`config.mk`:
```
export PLATFORM = sky130hd
export DESIGN_NAME = pwm_adc_trigger_select
export DESIGN_NICKNAME = d
export VERILOG_FILES = /design/src/shared/pwm_trig_pkg.sv /design/src/logic/pwm_adc_trigger_select.sv /design/src/logic/trig_event_detect.sv
export SDC_FILE = /design/constraint.sdc
export NUM_CORES = 1
export LEC_CHECK = 0
export BUFFER_PORTS_ARGS = -buffer_cell sky130_fd_sc_hd__buf_2
export CORE_UTILIZATION = 30
export DETAILED_ROUTE_END_ITERATION = 6
export PLACE_DENSITY = 0.64
export SLEW_MARGIN = 40
export SYNTH_ARGS = -nofsm -noshare
export SYNTH_HDL_FRONTEND = slang
export SYNTH_SLANG_ARGS = --single-unit
```
`constraint.sdc`:
```
create_clock -name clk_sys -period 2.2 [get_ports clk_sys]
set_input_delay 0.11 -clock clk_sys [delete_from_list [all_inputs] [get_ports clk_sys]]
set_output_delay 0.11 -clock clk_sys [all_outputs]
set_load 0.02 [all_outputs]
```
`src/shared/pwm_trig_pkg.sv`:
```
`default_nettype none
package pwm_trig_pkg;

    localparam int NUM_CH = 4;
    localparam int CNT_W  = 16;
    localparam int EV_W   = 4;
    localparam int ADDR_W = 8;
    localparam int DATA_W = 32;
    localparam int TCNT_W = 16;

    // Byte offsets of the register words.
    localparam logic [ADDR_W-1:0] TRIG_CTRL0_OFFSET = 8'h68;
    localparam logic [ADDR_W-1:0] TRIG_LAST_OFFSET  = 8'h70;
    localparam logic [ADDR_W-1:0] TRIG_COUNT_OFFSET = 8'h74;

    localparam logic [DATA_W-1:0] TRIG_CTRL0_RESET  = 32'h0000_0000;
    localparam logic [DATA_W-1:0] TRIG_CTRL0_MASK   = 32'h0f0f_0f0f;
    localparam logic [TCNT_W-1:0] TRIG_COUNT_RESET  = 16'h0000;

    // Each channel owns one byte lane; the four enables sit in its low nibble.
    localparam int CH_STRIDE = 8;
    localparam int EV_UP     = 0;
    localparam int EV_PERIOD = 1;
    localparam int EV_DOWN   = 2;
    localparam int EV_ZERO   = 3;

    // Field positions for each channel's zero-match and up-count compare enables.
    localparam int CH3_ZERO_BIT = 27;
    localparam int CH2_ZERO_BIT = 19;
    localparam int CH1_ZERO_BIT = 11;
    localparam int CH0_ZERO_BIT = 3;
    localparam int CH3_UP_BIT   = 24;
    localparam int CH2_UP_BIT   = 16;
    localparam int CH1_UP_BIT   = 8;
    localparam int CH0_UP_BIT   = 0;

    typedef struct packed {
        logic [CNT_W-1:0] count;
        logic [CNT_W-1:0] compare_value;
        logic [CNT_W-1:0] period_value;
        logic             count_down;
        logic             center_aligned;
    } pwm_chan_t;

endpackage : pwm_trig_pkg
`default_nettype wire

```
`src/logic/pwm_adc_trigger_select.sv`:
```
// Operation
// RULE1: Channel 3 enables zero, down, period, up live in bits 27 to 24.
// RULE2: Channel 2 enables zero, down, period, up live in bits 19 to 16.
// RULE3: Channel 1 enables zero, down, period, up live in bits 11 to 8.
// RULE4: Channel 0 enables zero, down, period, up live in bits 3 to 0.
// RULE5: Enabled zero match triggers the converter in either alignment mode.
// RULE6: Enabled down-count compare match triggers in either alignment mode.
// RULE7: Enabled period match triggers only while the channel is center-aligned.
// RULE8: Enabled up-count compare match triggers only in center-aligned mode.
// RULE9: Edge-aligned channels ignore their period and up-count compare enables.
// RULE10: Control register is read-write at 0x68 and resets to zero.
// RULE11: All enabled events OR into one pulse; reserved bits read zero.
`timescale 1ns/10ps
`default_nettype none
module pwm_adc_trigger_select (
    input  wire logic                            clk_sys,
    input  wire logic                            rst,
    input  wire logic [pwm_trig_pkg::ADDR_W-1:0] reg_addr,
    input  wire logic [pwm_trig_pkg::DATA_W-1:0] reg_wdata,
    input  wire logic                            reg_wr,
    input  wire logic                            reg_rd,
    output var  logic [pwm_trig_pkg::DATA_W-1:0] reg_rdata,
    input  wire pwm_trig_pkg::pwm_chan_t         chan [pwm_trig_pkg::NUM_CH],
    output var  logic                            adc_start,
    output var  logic [pwm_trig_pkg::DATA_W-1:0] adc_trig_src
);
    import pwm_trig_pkg::*;

    logic [DATA_W-1:0] trig_ctrl;
    logic [DATA_W-1:0] ev_all;
    logic [TCNT_W-1:0] trig_count;
    logic              hit_ctrl;
    logic              hit_last;
    logic              hit_count;
    logic              any_event;

    assign hit_ctrl  = (reg_addr == TRIG_CTRL0_OFFSET);
    assign hit_last  = (reg_addr == TRIG_LAST_OFFSET);
    assign hit_count = (reg_addr == TRIG_COUNT_OFFSET);
    assign any_event = |ev_all;

    // RULE10 control write path.
    // RULE11 reserved bits dropped.
    always_ff @(posedge clk_sys) begin
        if (rst) begin
            trig_ctrl <= TRIG_CTRL0_RESET;
        end else if (reg_wr && hit_ctrl) begin
            trig_ctrl <= reg_wdata & TRIG_CTRL0_MASK;
        end
    end

    // Read data stand for exactly one cycle and are zero otherwise, so a
    // stale value can never be mistaken for an answer.
    always_ff @(posedge clk_sys) begin
        if (rst) begin
            reg_rdata <= '0;
        end else if (reg_rd && hit_ctrl) begin
            reg_rdata <= trig_ctrl;
        end else if (reg_rd && hit_last) begin
            reg_rdata <= adc_trig_src;
        end else if (reg_rd && hit_count) begin
            reg_rdata <= DATA_W'(trig_count);
        end else begin
            reg_rdata <= '0;
        end
    end

    // Unused lanes of the event word stay zero, matching the reserved bits.
    generate
        for (genvar ch = 0; ch < NUM_CH; ch++) begin : g_chan
            logic [EV_W-1:0] ch_en;
            logic [EV_W-1:0] ch_ev;
            // RULE1 channel 3 lane.
            // RULE2 channel 2 lane.
            // RULE3 channel 1 lane.
            // RULE4 channel 0 lane.
            assign ch_en = trig_ctrl[ch*CH_STRIDE +: EV_W];
            trig_event_detect u_detect (
                .clk_sys     (clk_sys),
                .rst         (rst),
                .chan        (chan[ch]),
                .trig_en     (ch_en),
                .event_pulse (ch_ev)
            );
            assign ev_all[ch*CH_STRIDE +: CH_STRIDE] =
                {{(CH_STRIDE-EV_W){1'b0}}, ch_ev};
        end
    endgenerate

    // RULE11 single start pulse.
    always_ff @(posedge clk_sys) begin
        if (rst) begin
            adc_start <= 1'b0;
        end else begin
            adc_start <= any_event;
        end
    end

    // The source word keeps the last trigger's causes until the next one.
    always_ff @(posedge clk_sys) begin
        if (rst) begin
            adc_trig_src <= '0;
        end else if (any_event) begin
            adc_trig_src <= ev_all;
        end
    end

    // A count that hits the same cycle as a clearing write still counts, so
    // software never loses a trigger while it resets the tally.
    always_ff @(posedge clk_sys) begin
        if (rst) begin
            trig_count <= TRIG_COUNT_RESET;
        end else if (reg_wr && hit_count) begin
            trig_count <= any_event ? TCNT_W'(1) : TRIG_COUNT_RESET;
        end else if (any_event) begin
            trig_count <= trig_count + TCNT_W'(1);
        end
    end
endmodule : pwm_adc_trigger_select
`default_nettype wire

```
`src/logic/trig_event_detect.sv`:
```
`timescale 1ns/10ps
`default_nettype none
module trig_event_detect (
    input  wire logic                         clk_sys,
    input  wire logic                         rst,
    input  wire pwm_trig_pkg::pwm_chan_t      chan,
    input  wire logic [pwm_trig_pkg::EV_W-1:0] trig_en,
    output var  logic [pwm_trig_pkg::EV_W-1:0] event_pulse
);
    import pwm_trig_pkg::*;

    logic [EV_W-1:0] match;
    logic [EV_W-1:0] match_q;

    always_comb begin
        // RULE5 zero reach.
        match[EV_ZERO]   = (chan.count == '0);
        // RULE6 down compare.
        match[EV_DOWN]   = chan.count_down
                           && (chan.count == chan.compare_value);
        // RULE7 period match.
        // RULE9 edge mode blocks.
        match[EV_PERIOD] = chan.center_aligned
                           && (chan.count == chan.period_value);
        // RULE8 up compare.
        match[EV_UP]     = chan.center_aligned && !chan.count_down
                           && (chan.count == chan.compare_value);
    end

    // A prescaled counter may dwell on one value for many cycles, so only
    // the first cycle of a match counts as an event.
    always_ff @(posedge clk_sys) begin
        if (rst) begin
            match_q <= '0;
        end else begin
            match_q <= match;
        end
    end

    always_ff @(posedge clk_sys) begin
        if (rst) begin
            event_pulse <= '0;
        end else begin
            event_pulse <= trig_en & match & ~match_q;
        end
    end
endmodule : trig_event_detect
`default_nettype wire

```
==> metrics.md, run 1 <==
| Metric | Value |
|---|---|
| CP required | 2480 ps |
| CTS Buf Count | 9 |
| Core outline area | around 0.017 mm^2 |
| Max-cap violations | 0 |
| H-Tree Depth | 3 |
| Most frequent cells in the layout | buf_2, xor2_1, dfxtp_1 |
| Clk_lat worst skew | 350 ps |
| Flops & latches, synth | approximately 110 |
| Post-layout util | 42.2% |
| Routed wire length | between 15000 and 20000 um |
| Clk sink count | about 110 |
| Die Area | 0.0186 mm^2 |
| Vias | 5177 |
| Area Overhead vs Synth | 36.2% |
| Port Buf Inserts | approximately 270 |
| Top layer in use | met4 |
| CTS Buffer Depth | 2 |
| Run status | finished, final reports clean |
| Tmin final | approximately 1800 ps |
| Crit path DAT | approximately 2000 ps |
| # Post-CTS Setup Buffers | 0 |
| Worst Clk Skew | approximately 10 ps |
| Final Instance Count excl. Fillers | 1094 |
| Mapped Area | between 0.005 and 0.006 mm^2 |
| Die W | roughly 140 um |
| Met1 Routed Length | ~7300 um |
| CP Capture Type | register |
| Rows | between 40 and 50 |
| Part of the cycle the worst path needs | between 80% and 90% |
| Root Buffer | clkbuf_16 |
| Most common cell after layout, fill and taps aside | buf_2 |
| Share of cells above drive strength 1 | 35.6% |
| Startpoint Class | register |
| Unrepaired setup endpoints after global routing | false |
| Seq/Total Area, Yosys | 38.8% |
| Setup WS post-layout | 439 ps |
| Fin. max-slew vios | 0 |
| Max Clk Rate | 568 MHz |
| Fin Setup TNS | 0 ps |
| Pleak | between 3 and 4 nW |
| NumNets Final | 1108 |
| CP max-delay cell | or4_1 |
| CTS tree | yes |
| CP max stage delay | around 560 ps |
| First-pass GRT wire length | approximately 25000 um |
| Boundary pin count | 309 |
| Worst Path Buf+Inv | 0 |
| Router iterations before antenna repair | 4 |
| Cell variety after synth | 48 |
| Routed wire length on met3 | between 900 and 1000 um |
| Initial DRC Count | approximately 220 |
| Hold WC Path Type | primary input to register |
| Initial core utilization | about 31% |
| GRT overflow | 0 |
| Top delay family on crit path | simple AND/OR/NAND/NOR gates |
| Async set-or-reset flop fraction in the synthesized netlist | 0% |
| Vias in the first global route | 4836 |
| VDD IR-drop max | roughly 370 uV |
| Pwr Density | approximately 560 mW/mm^2 |
| Placed cell count | between 1000 and 1500 |
| DRT antenna net count | 0 |
| Worst-margin pin slew | 598 ps |
| Slew headroom | between 50 and 60% |
| Yosys warning count | 0 |
| DRC | 0 |
| Maximum fanout along the worst path | 8 |
| Via density | around 4.7 |
| Critical path, cell by cell | and4_2, nand4_1, or4_1, a21oi_1 |
| Wirelength per Cell | 15.3 um |
| Number of synthesized flops with an enable pin | 0 |
| Final-report hold violation count | 0 |
| GR Util All Layers | about 17% |
| Clock slew at reported path FFs | roughly 70 ps |
| Height of the die | 136 um |
| GP Congestion | approximately 0.83 |
| Metal2 WL | 8330 um |
| Final setup vio count | 0 |
| Critical path class | register to register |
| Syn avg cell area | between 9 and 10 um^2 |
| Cell count after synthesis | just under 600 |
| Largest net degree at the start of global routing | 65 |
| Pre-CTS setup slack | about 350 ps |
| Initial antenna violation count | 1 |
| DP HPWL | between 10000 and 15000 um |
| Dominant synthesized flop cell | dfxtp_1 |
path summary, 6_finish.rpt:
check                                              startpoint                                end  slack (ps)  cells past startpoint
worst max-delay path                            trig_count[3]                     trig_count[12]         440                      4
worst max register to register                  trig_count[3]                     trig_count[12]         440                      4
worst min-delay path                            reg_wdata[18]                      trig_ctrl[18]          10                      3
worst min register to register  g_chan[3].u_detect.match_q[0]  g_chan[3].u_detect.event_pulse[0]         450                      2
flip-flops by register name, summed over array words and instances (netlist names):
name	flops
adc_trig_src	16
g_chan.u_detect.event_pulse	16
trig_ctrl	16
adc_start	1
g_chan.u_detect.match_q	16
trig_count	16
reg_rdata	24
report_power, final:
| part | switching (mW) | leakage [nW] | internal [mW] |
|---|---|---|---|
| combinational | 0.317 | 2.26 | 0.284 |
| clock | 0.730 | 0.146 | 0.892 |
| sequential | 0.000342 | 0.845 | 1.90 |
metal layers:
layer,global-route usage (%),vias to the layer above
met5,0,-
met4,5.12,0
met3,2.09,11
met2,29.9,194
met1,22.6,2369
li1,-,2603
cell usage after synthesis (2+ instances only):
library cell | n | area share (%)
and3b_1 | 4 | 0.65
nor3_1 | 13 | 1.2
nand2b_1 | 16 | 1.8
a21oi_1 | 30 | 2.8
inv_1 | 2 | 0.14
dfxtp_1 | 105 | 39
or3_1 | 7 | 0.81
mux2_2 | 8 | 1.7
nor3b_1 | 5 | 0.69
nand2_1 | 7 | 0.49
xor2_1 | 128 | 21
nor4b_1 | 4 | 0.65
and2_1 | 8 | 0.92
a22oi_1 | 15 | 2.1
nor4_1 | 58 | 6.7
nand4_1 | 14 | 1.6
nand3_1 | 4 | 0.37
or4b_1 | 2 | 0.37
clkbuf_1 | 10 | 0.69
nor2_1 | 56 | 3.9
o21ai_0 | 5 | 0.46
buf_2 | 4 | 0.37
mux2i_1 | 17 | 3.1
buf_4 | 26 | 3.6
or4_1 | 6 | 0.83
o31ai_1 | 7 | 0.97
final cells by class:
class	instances	area [um^2]
multi-input cells	456	3130
clock inverters	7	77.6
well taps	225	282
diodes	1	2.50
clock buffers	9	225
inverters	2	7.51
repair buffers	289	1560
fillers	1770	10100
flip-flops and latches	105	2100
what timing repair did:
action,4_1_cts,5_1_grt
resized for setup,0,0
setup endpoints to repair,0,0
hold buffers,13,0
endpoints found under the hold margin,17,0
through the flow:
| stage | hold slack, ps | power [mW] | area, um^2 |
|---|---|---|---|
| floorplan | 186 | 2.22 | 5500 |
| global placement | 318 | 2.52 | 6940 |
| detailed placement | 322 | 2.52 | 6940 |
| CTS | 1.03 | 4.16 | 7380 |
| global route | 11.9 | 4.29 | 7380 |
| finish | 10.3 | 4.12 | 7380 |
logic make-up (layout without fill, tap and decap cells):
group           Yosys count  count (layout)  share of synthesized area, %
fa+ha+maj                 1               1                         0.231
simple gates            216             216                          23.1
flops                   105             105                          38.8
buf+inv                  45             307                          5.17
compound gates           62              62                          7.09
xor+xnor                128             128                          20.7
mux                      25              25                          4.80
other cells               1              25                        0.0692
worst reg2reg max path, stage by stage, from the launching register on:
cell     delay [ps]
dfxtp_1         440
and4_2          270
nand4_1         290
or4_1           560
a21oi_1         140
Note: power is estimated with default switching activity, not from simulation.
==> run 2: changes to the inputs <==
clock period = 1.8 ns   (was 2.2 ns; I/O delays follow)
==> run 2 against run 1 <==
  * Critical path depth stayed put
  * Cell area is 2.1% higher
  * Count of clock-buffer cells in the layout up 4
  * First-iteration DRC count up 5.4%
  * Via count is 2.1% higher
  * Combinational power is 26% higher
  * Clock power grew 25%
  * Sequential power is 22% higher
  * Largest cell class unchanged
==> metrics.md, run 2 (synthesis gave the netlist of run 1 again) <==
| Metric | Value |
|---|---|
| Run status | finished, final reports clean |
| Most frequent cells in the layout | buf_2, xor2_1, dfxtp_1 |
| Die Area | around 0.019 mm^2 |
| Vias in the first global route | 4989 |
| # Post-CTS Setup Buffers | 0 |
| Startpoint Class | register |
| Share of cells above drive strength 1 | a little over a third |
| Critical path class | register to register |
| Placed cell count | 1074 |
| Rows | 48 |
| Logic pwr share | between 10% and 20% |
| CTS tree | yes |
| DRT antenna net count | 0 |
| CTS Buf Count | 9 |
| Crit path DAT | 1960 ps |
| Part of the cycle the worst path needs | a little over nine tenths |
| Slew headroom | around two thirds |
| Routed wire length | between 15000 and 20000 um |
| Internal power | about 3.9 mW |
| Final setup vio count | 0 |
| Largest net degree at the start of global routing | 37 |
| Area Overhead vs Synth | 39.1% |
| Clock slew at reported path FFs | ~70 ps |
| H-Tree Depth | 3 |
| GRT overflow | 0 |
| VDD IR-drop max | between 400 and 500 uV |
| Unrepaired setup endpoints after global routing | true |
| Via density | around 4.8 |
| NumNets Final | about 1100 |
| Max-cap violations | 0 |
| Worst Clk Skew | roughly 7.6 ps |
| Sw frac | a little under a quarter |
| Final Instance Count excl. Fillers | about 1100 |
| Initial core utilization | 31.0% |
| First-pass GRT wire length | 25400 um |
| Clk pwr share | between 30% and 40% |
| Port Buf Inserts | between 200 and 300 |
| Maximum fanout along the worst path | 8 |
| CTS Buffer Depth | 2 |
| Root Buffer | clkbuf_16 |
| Worst-margin pin slew | 520 ps |
| GR Util All Layers | approximately 18% |
| Hold WC Path Type | primary input to register |
| Fin. max-slew vios | 0 |
| Tmin final | between 1500 and 2000 ps |
| Most common cell after layout, fill and taps aside | buf_2 |
| DP HPWL | 14000 um |
| Router iterations before antenna repair | 4 |
| DRC | 0 |
| Die W | between 100 and 150 um |
| Initial DRC Count | approximately 230 |
| Initial antenna violation count | 1 |
| Part of the power in registers | between 40% and 50% |
| Pwr Density | about 680 mW/mm^2 |
| Max reg flops | 24 |
| Switching power | 1.21 mW |
| Boundary pin count | about 310 |
| Final-report hold violation count | 0 |
| Clk sink count | 105 |
| CP required | approximately 2100 ps |
| Vias | ~5300 |
| Largest Register | reg_rdata |
| Core outline area | between 0.015 and 0.02 mm^2 |
| Clk_lat worst skew | about 330 ps |
| Pleak | approximately 3.3 nW |
| Max Clk Rate | 591 MHz |
| CP Capture Type | register |
| Wirelength per Cell | around 15 um |
| GP Congestion | ~0.84 |
| Post-layout util | 43.1% |
| Height of the die | 136 um |
## run 2: cell type report
cell class	instances	area (um^2)
Antenna cell	1	2.50
Clock buffer	13	270
Clock inverter	3	47.5
Timing Repair Buffer	303	1700
Fill cell	1739	9940
Tap cell	225	282
Multi-Input combinational cell	456	3130
Inverter	2	7.51
Sequential cell	105	2100
## run 2: worst paths after layout
| check | start | endpoint | slack, ps | depth (start not counted) |
|---|---|---|---|---|
| max reg2reg | trig_count[0] | trig_count[12] | 110 | 4 |
| min | reg_wdata[8] | trig_ctrl[8] | 8 | 3 |
| min reg2reg | g_chan[1].u_detect.event_pulse[0] | adc_trig_src[8] | 470 | 2 |
| max | trig_count[0] | trig_count[12] | 110 | 4 |
## run 2: through the flow
stage               setup TNS, ps  setup WS (ps)  total power [mW]  hold slack [ps]  cell area, um^2
floorplan                       0            191              2.72              166             5500
global placement                0            125              3.09              296             7040
detailed placement              0            106              3.10              298             7040
CTS                             0           94.0              5.14           0.0711             7530
global route                -6.57          -6.57              5.29             8.05             7530
finish                          0            107              5.09             8.36             7530
## run 2: timing repair
item,4_1_cts,5_1_grt
endpoints found under the setup margin,0,2
hold buffers,17,0
endpoints found under the hold margin,19,0
gates resized for setup,0,1
## run 2: worst max-delay path: stages (launching register included)
cell,delay [ps]
dfxtp_1,440
ha_1,240
nand4_1,270
or4_1,540
a21oi_1,140
## run 2: per-layer routing
layer	up-vias	share of wire (%)	global-route usage (%)
li1	2629	-	-
met1	2447	43	22.7
met2	196	50	30.6
met3	12	5.2	2.83
met4	0	1.1	4.88
met5	-	0	0
## run 2: power groups by stage
stage | registers (mW) | logic [mW] | clock network, mW
2_1_floorplan | 2.38 | 0.342 | 0
3_3_place_gp | 2.38 | 0.713 | 0
3_5_place_dp | 2.38 | 0.723 | 0
4_1_cts | 2.32 | 0.754 | 2.06
5_1_grt | 2.32 | 0.821 | 2.15
6_report | 2.32 | 0.755 | 2.02
